===== config.mk =====
export PLATFORM = sky130hd
export DESIGN_NAME = fswd_top
export DESIGN_NICKNAME = d
export VERILOG_FILES = /design/src/fswd_pkg.sv /design/src/fswd_indicators.sv /design/src/fswd_top.sv
export SDC_FILE = /design/constraint.sdc
export NUM_CORES = 1
export LEC_CHECK = 0
export BUFFER_PORTS_ARGS = -buffer_cell sky130_fd_sc_hd__buf_2
export CAP_MARGIN = 5
export CELL_PAD_IN_SITES_DETAIL_PLACEMENT = 1
export CELL_PAD_IN_SITES_GLOBAL_PLACEMENT = 2
export CORE_MARGIN = 2
export CORE_UTILIZATION = 36
export DETAILED_ROUTE_END_ITERATION = 10
export GPL_TIMING_DRIVEN = 0
export HOLD_SLACK_MARGIN = 0.05
export PLACE_DENSITY_LB_ADDON = 0.2
export RECOVER_POWER = 100
export SLEW_MARGIN = 20
export SYNTH_ARGS = -nofsm -noshare
export SYNTH_HDL_FRONTEND = slang
export SYNTH_SLANG_ARGS = --single-unit
export TNS_END_PERCENT = 100

===== constraint.sdc =====
create_clock -name sys_clk -period 9.1 [get_ports sys_clk]
set_clock_uncertainty 0.1 [all_clocks]
set_input_delay 0.91 -clock sys_clk [delete_from_list [all_inputs] [get_ports sys_clk]]
set_output_delay 0.91 -clock sys_clk [all_outputs]
set_load 0.01 [all_outputs]

===== src/fswd_pkg.sv =====
// package of constants and types for the flash settings write decoder
// assumes a byte-serial report source and a flash writer that handshakes
// Summary of operation
// - byte one selects target structure to store
// - unknown sub-code: no write, unsupported status
// - bytes two to sixtythree are payload
// - byte2 bit7 enables serial number descriptor
// - byte2 bit6 idle level, receive activity indicator
// - byte2 bit5 idle level, transmit activity indicator
// - byte2 bit4 idle level, i2c traffic indicator
// - byte2 bit3 suspend indicator level, inverted suspended
// - byte2 bit2 configured indicator, inverted once configured
// - byte2 bits1-0 select configuration security mode
// - byte3 bits4-0 divide 48 MHz reference clock
// - byte4 bits7-6 select converter reference level
// - byte4 bit5 selects supply or internal reference
// - byte4 bits4-0 converter power-up code
// - byte5 bits6,5 enable falling, rising edge detect
// - bytes6-9 vendor and product identifiers, low first
// - bytes12-19 hold eight-byte password
package fswd_pkg;
    localparam logic [7:0] FSWD_CMD_WRITE     = 8'hb1;
    localparam logic [7:0] FSWD_SUB_CHIP      = 8'h00;
    localparam logic [7:0] FSWD_SUB_PIN       = 8'h01;
    localparam logic [7:0] FSWD_SUB_MFG       = 8'h02;
    localparam logic [7:0] FSWD_SUB_PROD      = 8'h03;
    localparam logic [7:0] FSWD_SUB_SERIAL    = 8'h04;
    localparam logic [7:0] FSWD_STS_OK        = 8'h00;
    localparam logic [7:0] FSWD_STS_UNSUP     = 8'h02; // unsupported-command code
    localparam logic [5:0] FSWD_IDX_CMD       = 6'h00;
    localparam logic [5:0] FSWD_IDX_SUB       = 6'h01;
    localparam logic [5:0] FSWD_IDX_FLAGS     = 6'h02;
    localparam logic [5:0] FSWD_IDX_CLKDIV    = 6'h03;
    localparam logic [5:0] FSWD_IDX_DAC       = 6'h04;
    localparam logic [5:0] FSWD_IDX_EDGE      = 6'h05;
    localparam logic [5:0] FSWD_IDX_VID_LO    = 6'h06;
    localparam logic [5:0] FSWD_IDX_VID_HI    = 6'h07;
    localparam logic [5:0] FSWD_IDX_PID_LO    = 6'h08;
    localparam logic [5:0] FSWD_IDX_PID_HI    = 6'h09;
    localparam logic [5:0] FSWD_IDX_PW_FIRST  = 6'h0c;
    localparam logic [5:0] FSWD_IDX_PW_LAST   = 6'h13;
    localparam logic [5:0] FSWD_IDX_LAST      = 6'h3f;
    localparam int         FSWD_BIT_SERIAL    = 7;
    localparam int         FSWD_BIT_RX_IDLE   = 6;
    localparam int         FSWD_BIT_TX_IDLE   = 5;
    localparam int         FSWD_BIT_I2C_IDLE  = 4;
    localparam int         FSWD_BIT_SSP_IDLE  = 3;
    localparam int         FSWD_BIT_CFG_IDLE  = 2;
    localparam int         FSWD_BIT_DACSRC    = 5;
    localparam int         FSWD_BIT_NEG_EDGE  = 6;
    localparam int         FSWD_BIT_POS_EDGE  = 5;
    localparam logic [1:0] FSWD_SEC_OPEN      = 2'h0;
    localparam logic [1:0] FSWD_SEC_PASSWORD  = 2'h1;
    // reset values of the stored settings
    localparam logic [7:0] FSWD_RST_FLAGS     = 8'h00;
    localparam logic [4:0] FSWD_RST_CLKDIV    = 5'h00;
    localparam logic [7:0] FSWD_RST_DAC       = 8'h00;

    // decoded chip settings image
    typedef struct packed {
        logic        serial_enable;
        logic        rx_idle;
        logic        tx_idle;
        logic        i2c_idle;
        logic        ssp_idle;
        logic        cfg_idle;
        logic [1:0]  security;
        logic [4:0]  clk_div;
        logic [1:0]  dac_ref_level;
        logic        dac_ref_supply;
        logic [4:0]  dac_code;
        logic        neg_edge_en;
        logic        pos_edge_en;
        logic [15:0] vid;
        logic [15:0] pid;
        logic [63:0] password;
    } fswd_chip_s;

    // indicator activity inputs
    typedef struct packed {
        logic rx_busy;
        logic tx_busy;
        logic i2c_busy;
        logic suspended;
        logic configured;
    } fswd_act_s;

    // indicator pin levels
    typedef struct packed {
        logic rx;
        logic tx;
        logic i2c;
        logic ssp;
        logic cfg;
    } fswd_ind_s;
endpackage


===== src/fswd_indicators.sv =====
// indicator pin drivers: idle level from settings, inverted while active
// assumes activity inputs are already synchronous to sys_clk
`timescale 1ns/1ns
`default_nettype none
module fswd_indicators
(
    // clock and reset
    input  wire logic              sys_clk,
    input  wire logic              rst,
    // settings and activity
    input  wire fswd_pkg::fswd_chip_s cfg,
    input  wire fswd_pkg::fswd_act_s  act,
    // registered pin levels
    output var  fswd_pkg::fswd_ind_s  ind
);
    import fswd_pkg::*;

    // each pin shows its idle level, negated while its event is active
    always_ff @(posedge sys_clk or posedge rst)
    begin
        if (rst)
        begin
            ind <= '0;
        end
        else
        begin
            ind.rx  <= cfg.rx_idle  ^ act.rx_busy;
            ind.tx  <= cfg.tx_idle  ^ act.tx_busy;
            ind.i2c <= cfg.i2c_idle ^ act.i2c_busy;
            ind.ssp <= cfg.ssp_idle ^ act.suspended;
            ind.cfg <= cfg.cfg_idle ^ act.configured;
        end
    end
endmodule // fswd_indicators
`default_nettype wire


===== src/fswd_top.sv =====
// flash settings write decoder: takes a 64-byte report one byte per beat,
// checks the command, decodes chip settings and issues a flash store request
// assumes report bytes arrive in index order, first marked by rpt_first
`timescale 1ns/1ns
`default_nettype none
module fswd_top
(
    // clock and reset
    input  wire logic              sys_clk,
    input  wire logic              rst,
    // report byte stream
    input  wire logic              rpt_valid,
    input  wire logic              rpt_first,
    input  wire logic [7:0]        rpt_data,
    // activity inputs for indicator pins (synchronous)
    input  wire logic              uart_rx_busy,
    input  wire logic              uart_tx_busy,
    input  wire logic              i2c_busy,
    input  wire logic              usb_suspended,
    input  wire logic              usb_configured,
    // flash writer handshake
    input  wire logic              flash_done,
    output logic                   flash_req,
    output logic [7:0]             flash_target,
    output logic                   flash_bad_cmd,
    // response report
    output logic                   resp_valid,
    output logic [7:0]             resp_cmd,
    output logic [7:0]             resp_status,
    // decoded settings
    output fswd_pkg::fswd_chip_s   chip_cfg,
    // reference clock output divided from 48 MHz enable
    input  wire logic              clk48_tick,
    output logic                   ref_clk_out,
    // indicator pins
    output logic                   uart_receive_activity_indicator,
    output logic                   uart_transmit_activity_indicator,
    output logic                   i2c_traffic_indicator,
    output logic                   suspend_indicator,
    output logic                   usb_configured_indicator
);
    import fswd_pkg::*;

    typedef enum logic [1:0] {FSWD_IDLE, FSWD_RECV, FSWD_STORE} fswd_state_e;

    fswd_state_e state_q;          // report handling phase
    logic [5:0]  idx_q;            // index of next expected byte
    logic [7:0]  cmd_q;            // captured command byte
    logic [7:0]  sub_q;            // captured sub-code
    fswd_chip_s  shadow_q;         // chip settings being assembled
    logic        last_beat;        // final byte of the report
    logic        sub_known;        // sub-code is one of the five targets
    logic [4:0]  div_cnt_q;        // reference clock divider counter
    fswd_ind_s   ind;              // indicator pin levels
    fswd_act_s   act;              // bundled activity

    assign last_beat = rpt_valid && (idx_q == FSWD_IDX_LAST);
    assign sub_known = (sub_q <= FSWD_SUB_SERIAL);
    assign act       = '{rx_busy: uart_rx_busy, tx_busy: uart_tx_busy,
                         i2c_busy: i2c_busy, suspended: usb_suspended,
                         configured: usb_configured};

    // byte index tracking; rpt_first restarts the index at any time, but only in FSWD_IDLE does it open a new report
    always_ff @(posedge sys_clk or posedge rst)
    begin
        if (rst)
        begin
            idx_q <= '0;
        end
        else if (rpt_valid && rpt_first)
        begin
            idx_q <= 6'h01;
        end
        else if (rpt_valid && state_q == FSWD_RECV)
        begin
            idx_q <= idx_q + 6'h01;
        end
    end

    // phase control: wait for a report, collect it, wait for flash
    always_ff @(posedge sys_clk or posedge rst)
    begin
        if (rst)
        begin
            state_q <= FSWD_IDLE;
        end
        else
        begin
            unique case (state_q)
                FSWD_IDLE:
                begin
                    // only the write-flash code opens a report here
                    if (rpt_valid && rpt_first && rpt_data == FSWD_CMD_WRITE)
                    begin
                        state_q <= FSWD_RECV;
                    end
                end
                FSWD_RECV:
                begin
                    if (last_beat)
                    begin
                        state_q <= FSWD_STORE;
                    end
                end
                FSWD_STORE:
                begin
                    // unknown targets never wait on the flash writer
                    if (flash_done || !sub_known)
                    begin
                        state_q <= FSWD_IDLE;
                    end
                end
                default:
                begin
                    state_q <= FSWD_IDLE;
                end
            endcase
        end
    end

    // capture command and sub-code
    always_ff @(posedge sys_clk or posedge rst)
    begin
        if (rst)
        begin
            cmd_q <= '0;
            sub_q <= '0;
        end
        else if (rpt_valid && rpt_first)
        begin
            cmd_q <= rpt_data;
        end
        else if (rpt_valid && state_q == FSWD_RECV && idx_q == FSWD_IDX_SUB)
        begin
            sub_q <= rpt_data;
        end
    end

    // payload unpacking for the chip settings layout
    always_ff @(posedge sys_clk or posedge rst)
    begin
        if (rst)
        begin
            shadow_q <= '0;
        end
        else if (rpt_valid && state_q == FSWD_RECV && sub_q == FSWD_SUB_CHIP)
        begin
            // unlisted indices and bits are simply not captured
            unique case (idx_q)
                FSWD_IDX_FLAGS:
                begin
                    shadow_q.serial_enable <= rpt_data[FSWD_BIT_SERIAL];
                    shadow_q.rx_idle       <= rpt_data[FSWD_BIT_RX_IDLE];
                    shadow_q.tx_idle       <= rpt_data[FSWD_BIT_TX_IDLE];
                    shadow_q.i2c_idle      <= rpt_data[FSWD_BIT_I2C_IDLE];
                    shadow_q.ssp_idle      <= rpt_data[FSWD_BIT_SSP_IDLE];
                    shadow_q.cfg_idle      <= rpt_data[FSWD_BIT_CFG_IDLE];
                    shadow_q.security      <= rpt_data[1:0];
                end
                FSWD_IDX_CLKDIV:
                begin
                    shadow_q.clk_div <= rpt_data[4:0];
                end
                FSWD_IDX_DAC:
                begin
                    shadow_q.dac_ref_level  <= rpt_data[7:6];
                    shadow_q.dac_ref_supply <= rpt_data[FSWD_BIT_DACSRC];
                    shadow_q.dac_code       <= rpt_data[4:0];
                end
                FSWD_IDX_EDGE:
                begin
                    shadow_q.neg_edge_en <= rpt_data[FSWD_BIT_NEG_EDGE];
                    shadow_q.pos_edge_en <= rpt_data[FSWD_BIT_POS_EDGE];
                end
                FSWD_IDX_VID_LO: shadow_q.vid[7:0]  <= rpt_data;
                FSWD_IDX_VID_HI: shadow_q.vid[15:8] <= rpt_data;
                FSWD_IDX_PID_LO: shadow_q.pid[7:0]  <= rpt_data;
                FSWD_IDX_PID_HI: shadow_q.pid[15:8] <= rpt_data;
                default:
                begin
                    // password bytes land in order, first byte lowest
                    if (idx_q >= FSWD_IDX_PW_FIRST && idx_q <= FSWD_IDX_PW_LAST)
                    begin
                        shadow_q.password <= {rpt_data, shadow_q.password[63:8]};
                    end
                end
            endcase
        end
    end

    // settings take effect only once the whole report is in, so a torn
    // report never leaves half-updated levels on the pins
    always_ff @(posedge sys_clk or posedge rst)
    begin
        if (rst)
        begin
            chip_cfg <= '0;
        end
        else if (state_q == FSWD_STORE && sub_q == FSWD_SUB_CHIP && flash_done)
        begin
            chip_cfg <= shadow_q;
        end
    end

    // flash store request, held until the writer answers
    always_ff @(posedge sys_clk or posedge rst)
    begin
        if (rst)
        begin
            flash_req     <= 1'b0;
            flash_target  <= '0;
            flash_bad_cmd <= 1'b0;
        end
        else
        begin
            flash_bad_cmd <= 1'b0;
            if (last_beat && state_q == FSWD_RECV)
            begin
                flash_target <= sub_q;
                if (sub_known)
                begin
                    flash_req <= 1'b1;
                end
                else
                begin
                    flash_bad_cmd <= 1'b1;
                end
            end
            else if (flash_done)
            begin
                flash_req <= 1'b0;
            end
        end
    end

    // response report: command echo plus completion status, one cycle
    always_ff @(posedge sys_clk or posedge rst)
    begin
        if (rst)
        begin
            resp_valid  <= 1'b0;
            resp_cmd    <= '0;
            resp_status <= '0;
        end
        else
        begin
            resp_valid <= 1'b0;
            if (state_q == FSWD_STORE && (flash_done || !sub_known))
            begin
                resp_valid  <= 1'b1;
                resp_cmd    <= cmd_q;
                resp_status <= sub_known ? FSWD_STS_OK : FSWD_STS_UNSUP;
            end
        end
    end

    // reference clock: toggles every clk_div+1 ticks of the 48 MHz enable
    always_ff @(posedge sys_clk or posedge rst)
    begin
        if (rst)
        begin
            div_cnt_q   <= '0;
            ref_clk_out <= 1'b0;
        end
        else if (clk48_tick)
        begin
            if (div_cnt_q >= chip_cfg.clk_div)
            begin
                div_cnt_q   <= '0;
                ref_clk_out <= ~ref_clk_out;
            end
            else
            begin
                div_cnt_q <= div_cnt_q + 5'h01;
            end
        end
    end

    // indicator pin drivers
    fswd_indicators fswd_indicators_i
    (
        .sys_clk (sys_clk),
        .rst     (rst),
        .cfg     (chip_cfg),
        .act     (act),
        .ind     (ind)
    );

    // pin outputs come straight from the indicator flip-flops
    assign uart_receive_activity_indicator  = ind.rx;
    assign uart_transmit_activity_indicator = ind.tx;
    assign i2c_traffic_indicator            = ind.i2c;
    assign suspend_indicator                = ind.ssp;
    assign usb_configured_indicator         = ind.cfg;
endmodule // fswd_top
`default_nettype wire


# [Yosys cells after proc, flatten, opt, wreduce, memory -nomap -nowiden]
# Cells that the tools add are included.
[word_totals] rom_bits=0 latchBits=0 mem_count=0 elab_cells=127 output_inout_bits=152 input_bits=19 ram_bits=0 ff_bits=300
[op_classes] n_lt_le_gt_ge=4 div=0 eq_ne=17 mul=0 shifts=0 bitwise=8 reduce_logical=31 add_sub_neg=2 muxes=14
[ops] cell="$eq A6 B3 Y1 const B" count=4
[ops] cell="$reduce_and A2 Y1" count=11
[ops] cell="$eq A6 B2 Y1 const B" count=2
[ops] cell="$eq A6 B4 Y1 const B" count=2
[ops] cell="$mux W6" count=2
[ops] cell="$logic_and A1 B1 Y1" count=11
[ops] cell="$eq A8 B8 Y1 const B" count=1
[ops] cell="$le A8 B3 Y1 const B" count=1
[ops] cell="$logic_not A8 Y1" count=1
[ops] cell="$mux W2" count=4
[ops] cell="$ne A2 B2 Y1 const B" count=4
[ops] cell="$reduce_or A8 Y1" count=1
[ops] cell="$add A6 B1 Y6 const B" count=1
[ops] cell="$eq A6 B1 Y1 const B" count=1
[ops] cell="$eq A6 B6 Y1 const B" count=1
[ops] cell="$ge A6 B4 Y1 const B" count=1
[ops] cell="$le A6 B5 Y1 const B" count=1
[ops] cell="$mux W1" count=6
[ops] cell="$pmux W2 S3" count=1
[ops] cell="$reduce_and A3 Y1" count=2
[ops] cell="$add A5 B1 Y5 const B" count=1
[ops] cell="$ge A5 B5 Y1" count=1
[ops] cell="$mux W5" count=1
[ops] cell="$xor A1 B1 Y1" count=5
[ops] cell="other kinds (7)" count=10

# [Depth between registers and ports, before layout]
# Gate-level depths: netlist of the first run.
[logic_depth] ltp_word=5 ltp_mapped=7 mapped_depth_nobuf=6

# [Hierarchy]
# Synthesis of the first run repeated with hierarchy kept, for this count alone.
[unflattened] cells_unflattened=745 area_unflattened_um2=11504.8
[by_module_without_submodules] module="fswd_top" n_inst=1 cells_per_inst=734 area_each_um2=11332.1 seq_area_each_um2=7206.9
[by_module_without_submodules] module="fswd_indicators" n_inst=1 cells_per_inst=11 area_each_um2=172.7 seq_area_each_um2=125.1

# [Least setup slack after synthesis of the first run]
# OpenSTA, ideal clock, no wires.
[synth_path] path_kind="input-to-reg" start="in rpt_valid" end="reg shadow_q[49] in the netlist's numbering" path_slack_ps=6636 arrival_time_ps=2239 path_stages=7 required_ps=8875 path_buffers=3 setup_ps=125 path_cell_list="and3b_1 > buf_2 > nand3_1 > nor4b_2 > buf_6 > buf_12 > mux2_2"
[synth_via] elab_chain_len=3
[synth_rtl] element="start: declaration" line="fswd_top.sv:12" source="input wire logic rpt_valid,"
[synth_rtl] element="$logic_and A1 B1 Y1 (2 in series)" line="fswd_top.sv:146" source="else if (rpt_valid && state_q == FSWD_RECV && sub_q == FSWD_SUB_CHIP)"
[synth_rtl] element="$reduce_and A3 Y1 (no line)"
[synth_rtl] element="end: declaration" line="fswd_top.sv:50" source="fswd_chip_s shadow_q;"
# No other way between the ends.
# A chain may end at the register's enable or synchronous reset.

==> reports/results.tsv, run 1 <==
metric	value	unit
crit_top_cell	clkbuf_1	
worstPathMaxFanout	32	
antenna_found_initial	0	
syn_area	11500	µm²
worst-path-buf-inv	5	
pin_count	171	
rsz0062_at_grt	no	
cts_buffers	34	
grt_max_degree	34	
coreArea	31600	µm²
syn_to_final_growth	18.7	%
cap_violations	5	
period_share	0.477	
rows	65	
maxSlewHeadroom	-0.209	
grt_pass1_vias	7197	
rrSetupSlack	5580	ps
avgSynthCellArea	15.4	µm²
cts_tree	built	
drcViolationCount	0	
yosysWarnings	0	
period_minus_slack	4340	ps
grt_overflow	0	
initialDrtViolationCount	242	
violations	capacitance limit, slew limit	
whs_path_depth	2	
crit_arrival	4500	ps
holdPathEnd	cmd_q[7]$_DFFE_PP0P_	
ant_nets	0	
clkTransAtPathRegs	60	ps
cp_top_family	buffers and inverters	
start_util	0.365	
clock_sinks	293	
ir_drop	0.110	mV
top_usage_layer	met2	
routed_wl	26100	µm
synthCells	751	
startpoint_type	input pin	
vias_per_cell	4.83	
cts_buffer_depth	3	
grt.met1_usage	0.224	
final_util	0.434	
fill_cells	3283	
clk_latency	500	ps
vias	6714	
finalNetCount	995	
place.gp.congestion	0.739	
ys.flop_type	dfrtp_1	
crit_required	9260	ps
hold_violations	0	
chipHeight	183	µm
yosysSeqAreaShare	0.636	
reg2reg_depth	6	
slew_violations	153	
slowest_delay	1370	ps
r2r-start	sub_q[2]$_DFFE_PP0P_	
hp-class	flip-flop to flip-flop	
grt_usage	0.161	
yosysUniqueCellTypes	46	
path_class	input pin to asynchronous set/reset pin	
p_leak	6.80	nW
firstDrtPassIters	4	
finalSetupTns	0	ps
dp_hpwl	18200	µm
cts_setup_buffers	0	
power_density	200	nW/µm²
crit_path_top_delay_cell	clkbuf_1	
dieArea	33500	µm²
cts-root-buf	clkbuf_16	
regToRegEndpoint	shadow_q[33]$_DFFE_PP0P_	
grt_pass1_wl	42200	µm
synth_edf_count	0	
portBuffers	162	
post_cts_resized	0	
num_antenna_cells	0	
setup_violations	0	
synth-seq-cells	293	
async_reset_ff_frac	1.00	
wl_per_cell	18.8	µm
outcome	finished, violations left	
hold_path_startpoint	cmd_q[7]$_DFFE_PP0P_	
drive_gt1_frac	0.340	
die_x	183	µm
grt_util_met3	0.0355	
htreeDepth	2	
met2_usage	0.259	
tightest_slew	1810	ps
end_kind	asynchronous set/reset pin	
fmax	230	MHz
path_cells	buf_2 -> clkinvlp_2 -> clkbuf_1 -> clkbuf_1 -> clkbuf_1	
cts_hold_buf	0	
-- worst max-delay path by stage --
stage,start,endpoint,slack [ps],cells past startpoint
finish,rst,shadow_q[84]$_DFFE_PP0P_,4760,5
floorplan,rst,chip_cfg[0]$_DFFE_PP0P_,4200,1
global route,rst,shadow_q[82]$_DFFE_PP0P_,3950,5
detailed placement,rpt_valid,shadow_q[34]$_DFFE_PP0P_,6240,8
CTS,sub_q[0]$_DFFE_PP0P_,chip_cfg[102]$_DFFE_PP0P_,6640,6
global placement,rst,chip_cfg[74]$_DFFE_PP0P_,2230,2
-- metrics by stage --
| stage | instances | instance area (µm²) | total power [W] | hold slack [ps] | setup slack [ps] |
|---|---|---|---|---|---|
| 2_1_floorplan | 757 | 11600 | 0.00142 | 342 | 4200 |
| 5_1_grt | 1390 | 13700 | 0.00285 | 407 | 3950 |
| 4_1_cts | 1390 | 14200 | 0.00280 | 284 | 6640 |
| 3_5_place_dp | 1332 | 13100 | 0.00147 | 363 | 6240 |
| 3_3_place_gp | 1321 | 12900 | 0.00146 | 355 | 2230 |
| 6_report | 1390 | 13700 | 0.00273 | 372 | 4760 |
-- flip-flops by register name, summed over array words and instances, names as in the netlist --
| name | cells |
|---|---|
| shadow_q | 119 |
| flash_req | 1 |
| state_q | 2 |
| resp_valid | 1 |
| resp_status | 1 |
| idx_q | 6 |
| fswd_indicators_i.ind | 5 |
| sub_q | 8 |
| flash_target | 8 |
| cmd_q | 8 |
| flash_bad_cmd | 1 |
| resp_cmd | 8 |
| div_cnt_q | 5 |
| ref_clk_out | 1 |
| chip_cfg | 119 |
-- power breakdown --
| group | internal, W | leakage, nW | switching, W |
|---|---|---|---|
| sequential | 0.00132 | 4.06 | 0.0000148 |
| combinational | 0.0000292 | 2.22 | 0.0000706 |
| clock | 0.000777 | 0.519 | 0.000519 |
| total | 0.00213 | 6.80 | 0.000604 |
-- synth_stat cells (all sizes together), types with 3 or more instances --
master,n,area (µm²)
xor2,8,70.1
mux2,262,2950
clkbuf,13,48.8
nand4,6,37.5
buf,29,259
nor4b,3,32.5
nor2,16,77.6
nand2b,4,25.0
inv,14,52.6
and3,3,18.8
nor2b,3,18.8
o21ai,12,60.1
nand3,6,30.0
dfrtp,293,7330
nor3b,3,22.5
ha,10,125
nand2,35,131
a21oi,4,20.0
-- area by class of cell --
cell class	count	area [µm²]	share of cell area
clock buffers	51	985	0.0719
plain buffers	42	185	0.0135
repair buffers	173	726	0.0530
flip-flops and latches	293	7330	0.536
inverters	14	53.8	0.00393
well taps	402	503	0.0367
clock inverters	7	81.3	0.00594
multi-input cells	408	3820	0.279
-- routing by layer --
metal,up-vias,part of all wire
li1,3057,-
met1,3490,0.46
met2,137,0.47
met3,30,0.046
met4,0,0.015
met5,-,0
-- worst min-delay path, stage by stage, from the launching register on --
cell	delay, ps
dfrtp_1	340
nand2_1	50
nand2_1	50
-- placed cells by master (no fill, tap or decap), types with 2 or more instances in the layout --
master     count
dfrtp_1      293
clkbuf_8       7
buf_4          7
clkbuf_16     34
a21oi_1        4
and3_1         3
o21ai_0       12
conb_1         7
mux2_1         5
o22ai_1        2
a21o_1         2
clkinv_2       2
nor2b_1        3
nand3_1        6
nand2_1       35
nand2b_1       4
nor3_1         2
buf_2         17
inv_6          2
xor2_1         8
clkbuf_1     198
mux2_2       257
ha_1          10
nor2_1        16
and3b_1        2
o211ai_1       2
nor4_1         2
nor4b_1        3
nor3b_1        3
buf_12         2
inv_1         13
nand4_1        6
-- cells by family after synthesis --
group | share of synthesized area
DFF | 0.636
muxes | 0.256
and+or+nand+nor | 0.0437
buffers and inverters | 0.0313
AOI/OAI and AO/OA | 0.0152
adders and majority gates | 0.0109
xor gates and xnor gates | 0.00684
other | 0.000325
Note: power is estimated with default switching activity, not from simulation.
==> inputs of run 2 (changes only) <==
CORE_UTILIZATION = 40   (was 36)
clock period = 4 ns   (was 9.1 ns; I/O delays follow)
==> run 2 against run 1 <==
Net effect:
- the run still ends with capacitance limit, slew limit left
- global-route usage up 0.99 points
- hold slack lost 270 ps
- cell area grew 0.39%
- final cell count decreased by 1.4%
- critical path depth down 1
- flip-flop and latch count unchanged
- sequential power increased by 130%
- utilization up 4.8 points
- first-iteration DRC count increased by 3.7%
- wire length shrank 2.6%
- critical path type is now flip-flop to flip-flop
==> reports/results.tsv, run 2 (same netlist as run 1, synthesis figures left out) <==
metric	value	unit
outcome	finished, violations left	
violations	capacitance limit, slew limit	
final_util	0.481	
end_kind	flip-flop	
whs	99.8	ps
coreArea	28500	µm²
grt_max_degree	34	
antenna_found_initial	0	
rsz0062_at_grt	no	
multi_input_area	3820	µm²
start_util	0.404	
power.total	0.00584	W
p_leak	6.82	nW
cts_buffers	31	
wl_per_cell	18.6	µm
power_density	425	nW/µm²
syn_to_final_growth	19.2	%
post_cts_resized	0	
regArea	7330	µm²
cts-root-buf	clkbuf_16	
clk_latency	550	ps
firstDrtPassIters	4	
finalNetCount	999	
initialDrtViolationCount	251	
startpoint_type	flip-flop	
pin_count	171	
finalSetupTns	0	ps
slew_violations	26	
drive_gt1_frac	0.338	
pre_cts_slack	1560	ps
die_x	174	µm
maxSlewHeadroom	-0.0418	
place.gp.congestion	0.739	
cap_violations	1	
num_antenna_cells	0	
tightest_slew	1560	ps
grt_usage	0.171	
clkTransAtPathRegs	60	ps
cts_tree	built	
dp_hpwl	17500	µm
fmax	352	MHz
ant_nets	0	
vias	6653	
period_share	0.710	
crit_required	4320	ps
reg_top3	chip_cfg: 119 flops, shadow_q: 119 flops	
hp-class	input pin to flip-flop	
period_minus_slack	2840	ps
grt_overflow	0	
ir_drop	0.277	mV
routed_wl	25500	µm
setup_ws	1160	ps
grt_pass1_wl	40900	µm
fill_cells	2987	
vias_per_cell	4.85	
grt_pass1_vias	7241	
crit_arrival	3160	ps
rows	62	
worstPathMaxFanout	8	
clock_sinks	293	
chipHeight	174	µm
path_class	flip-flop to flip-flop	
dieArea	30200	µm²
htreeDepth	1	
setup_violations	0	
portBuffers	162	
final_common_cell	dfrtp_1	
hold_violations	0	
drcViolationCount	0	
cts_buffer_depth	3	
cts_setup_buffers	0	
final_cell_mix	dfrtp_1, mux2_2, clkbuf_1, nand2_1, clkbuf_16	
cts_hold_buf	9	
## run 2: cell types whose count changed in the layout (fill, tap and decap cells not counted), sizes merged
cell	delta
clkbuf	-15
clkinvlp	-1
dlygate4sd3	+9
buf	+10
bufinv	-1
clkinv	-1
inv	-2
## run 2: critical path: stages, from the launching register on
cell and delay, ps:
dfrtp_1 400, nor4_1 790, nand4_1 330, nor2_1 680, mux2_2 410
## run 2: through the flow
| step | area, µm² | std cells |
|---|---|---|
| after CTS | 14000 | 1371 |
| after floorplan | 11600 | 757 |
| after global routing | 13700 | 1371 |
| after global placement | 12800 | 1303 |
| final | 13700 | 1371 |
| after detailed placement | 13000 | 1312 |
## run 2: power by group
part,switching [W],total [W],internal (W)
sequential,0.0000353,0.00304,0.00300
combinational,0.000158,0.000238,0.0000794
clock,0.00109,0.00256,0.00147
total,0.00129,0.00584,0.00455
## run 2: routing by layer
metal	routed length, µm	vias to the layer above	global-route usage
li1	-	3050	-
met1	11200	3442	0.226
met2	12600	132	0.295
met3	1280	29	0.0346
met4	382	0	0.0340
met5	0	-	0
## run 2: path summary, 6_finish.rpt
path | start | end | slack [ps] | depth (start not counted)
setup / recovery | sub_q[2]$_DFFE_PP0P_ | shadow_q[92]$_DFFE_PP0P_ | 1160 | 4
hold / removal | rpt_first | idx_q[1]$_DFFE_PP0P_ | 100 | 3
hold reg to reg | ref_clk_out$_DFFE_PP0P_ | ref_clk_out$_DFFE_PP0P_ | 370 | 1
setup reg to reg | sub_q[2]$_DFFE_PP0P_ | shadow_q[92]$_DFFE_PP0P_ | 1160 | 4
max in group asynchronous | rst | idx_q[5]$_DFFE_PP0P_ | 1250 | 4
min in group asynchronous | rst | ref_clk_out$_DFFE_PP0P_ | 570 | 3
## run 2: cell type report
class                      instances  share of cell area
buffer                            42              0.0211
clock buffer                      48              0.0633
clock inverter                     2             0.00100
inverter                          14             0.00392
multi-input combinational        408               0.278
sequential                       293               0.534
tap                              384              0.0350
timing repair buffer             180              0.0640
==> inputs of run 3 (changes only) <==
CORE_UTILIZATION = 36   (was 40)
clock period = 2.6 ns   (was 4 ns; I/O delays follow)
==> run 3 against run 2 <==
Net effect:
- the run now ends clean
- first-iteration DRC count decreased by 8.0%
- utilization decreased by 3.8 points
- global-route usage decreased by 0.90 points
- worst setup slack got worse by 980 ps
- power increased by 64%
- non-clock buffer count increased by 4
- fmax increased by 17%
- final cell count increased by 2.2%
- critical endpoint is now shadow_q[33]$_DFFE_PP0P_
- largest cell class unchanged
==> reports/results.tsv, run 3 (same netlist as run 1, synthesis figures left out) <==
metric	value	unit
outcome	finished clean	
crit_arrival	2700	ps
crit_required	2880	ps
cts_buffer_depth	3	
rsz0062_at_grt	no	
clock_sinks	293	
startpoint_type	flip-flop	
routed_wl	26200	µm
cts-root-buf	clkbuf_16	
slew_violations	0	
met2_usage	0.262	
power.total	0.00959	W
reg2reg_depth	6	
period_share	0.930	
holdPathEnd	div_cnt_q[3]$_DFFE_PP0P_	
wl_per_cell	18.7	µm
tightest_slew	941	ps
cts_setup_buffers	0	
r2r-start	sub_q[2]$_DFFE_PP0P_	
end_kind	flip-flop	
start_util	0.365	
finalSetupTns	0	ps
whs_path_depth	4	
cp_top_family	simple AND/OR/NAND/NOR gates	
top_usage_layer	met2	
period_minus_slack	2420	ps
antenna_found_initial	0	
worst-path-buf-inv	2	
pin_count	171	
hp-class	input pin to flip-flop	
die_x	183	µm
vias_per_cell	4.83	
htreeDepth	2	
cap_violations	0	
ant_nets	0	
grt_overflow	0	
path_cells	nor4_4 -> nand3_1 -> nor4b_2 -> buf_6 -> buf_4 -> mux2_2	
clk_latency	500	ps
setup_violations	0	
hold_violations	0	
coreArea	31600	µm²
path_class	flip-flop to flip-flop	
initialDrtViolationCount	231	
grt_pass1_wl	42400	µm
grt_pass1_vias	7252	
portBuffers	162	
grt_util_met3	0.0355	
fmax	413	MHz
place.gp.congestion	0.739	
drcViolationCount	0	
finalNetCount	1006	
num_antenna_cells	0	
power_density	685	nW/µm²
rrSetupSlack	180	ps
clkTransAtPathRegs	60	ps
hold_path_startpoint	clk48_tick	
firstDrtPassIters	4	
grt_max_degree	34	
p_leak	6.96	nW
final_common_cell	dfrtp_1	
maxSlewHeadroom	0.373	
rows	65	
chipHeight	183	µm
vias	6773	
regToRegEndpoint	shadow_q[33]$_DFFE_PP0P_	
slowest_delay	440	ps
worstPathMaxFanout	10	
dieArea	33500	µm²
final_cell_mix	dfrtp_1, mux2_2, clkbuf_1, nand2_1, clkbuf_16	
grt_usage	0.162	
ir_drop	0.383	mV
syn_to_final_growth	21.4	%
dp_hpwl	18200	µm
reg_top3	chip_cfg: 119 flops, shadow_q: 119 flops	
cts_tree	built	
fill_cells	3253	
grt.met1_usage	0.224	
final_util	0.444	
cts_buffers	34	
crit_path_top_delay_cell	dfrtp_1	
drive_gt1_frac	0.368	
run 3: metrics by stage:
step                instances  setup WS [ps]  hold slack, ps  instance area [µm²]
floorplan                 757          -1650             251                11600
global placement         1321          -3620             346                12900
detailed placement       1332            162             169                13100
CTS                      1401            140            64.4                14300
global route             1401           26.5             149                14000
finish                   1401            181            87.2                14000
run 3: repair_timing:
item                      in CTS  in global routing
hold buffers                  11                  0
hold endpoints to repair      44                  0
resized for setup              0                  0
run 3: how the worst max path moves through the flow:
stage,start,end,slack (ps),cells past startpoint
global placement,rst,chip_cfg[74]$_DFFE_PP0P_,-3620,2
floorplan,rst,chip_cfg[0]$_DFFE_PP0P_,-1650,1
finish,sub_q[2]$_DFFE_PP0P_,shadow_q[33]$_DFFE_PP0P_,180,6
CTS,sub_q[0]$_DFFE_PP0P_,chip_cfg[102]$_DFFE_PP0P_,140,6
detailed placement,sub_q[0]$_DFFE_PP0P_,chip_cfg[102]$_DFFE_PP0P_,160,6
global route,sub_q[0]$_DFFE_PP0P_,chip_cfg[97]$_DFFE_PP0P_,30,6
run 3: area by class of cell:
type,count,area (µm²),area share
multi-input cells,408,3850,0.275
clock inverters,7,81.3,0.00581
inverters,14,53.8,0.00384
clock buffers,51,985,0.0704
flip-flops and latches,293,7330,0.524
plain buffers,42,294,0.0210
repair buffers,184,897,0.0641
well taps,402,503,0.0359
run 3: worst min-delay path: cells and delay by family:
kind | cells | cell delay [ps]
AND/OR/NAND/NOR | 1 | 60
AO/OA/AOI/OAI | 2 | 200
buffers and inverters | 1 | 110
run 3: where the power goes:
part | leakage, nW | internal (W) | switching [W]
Combinational | 2.38 | 0.000131 | 0.000250
Clock | 0.519 | 0.00272 | 0.00181
Sequential | 4.06 | 0.00462 | 0.0000574
run 3: metal layers:
metal / share of wire / wire, µm
met5: 0 / 0
met4: 0.015 / 404
met3: 0.047 / 1220
met2: 0.48 / 12600
met1: 0.46 / 12000
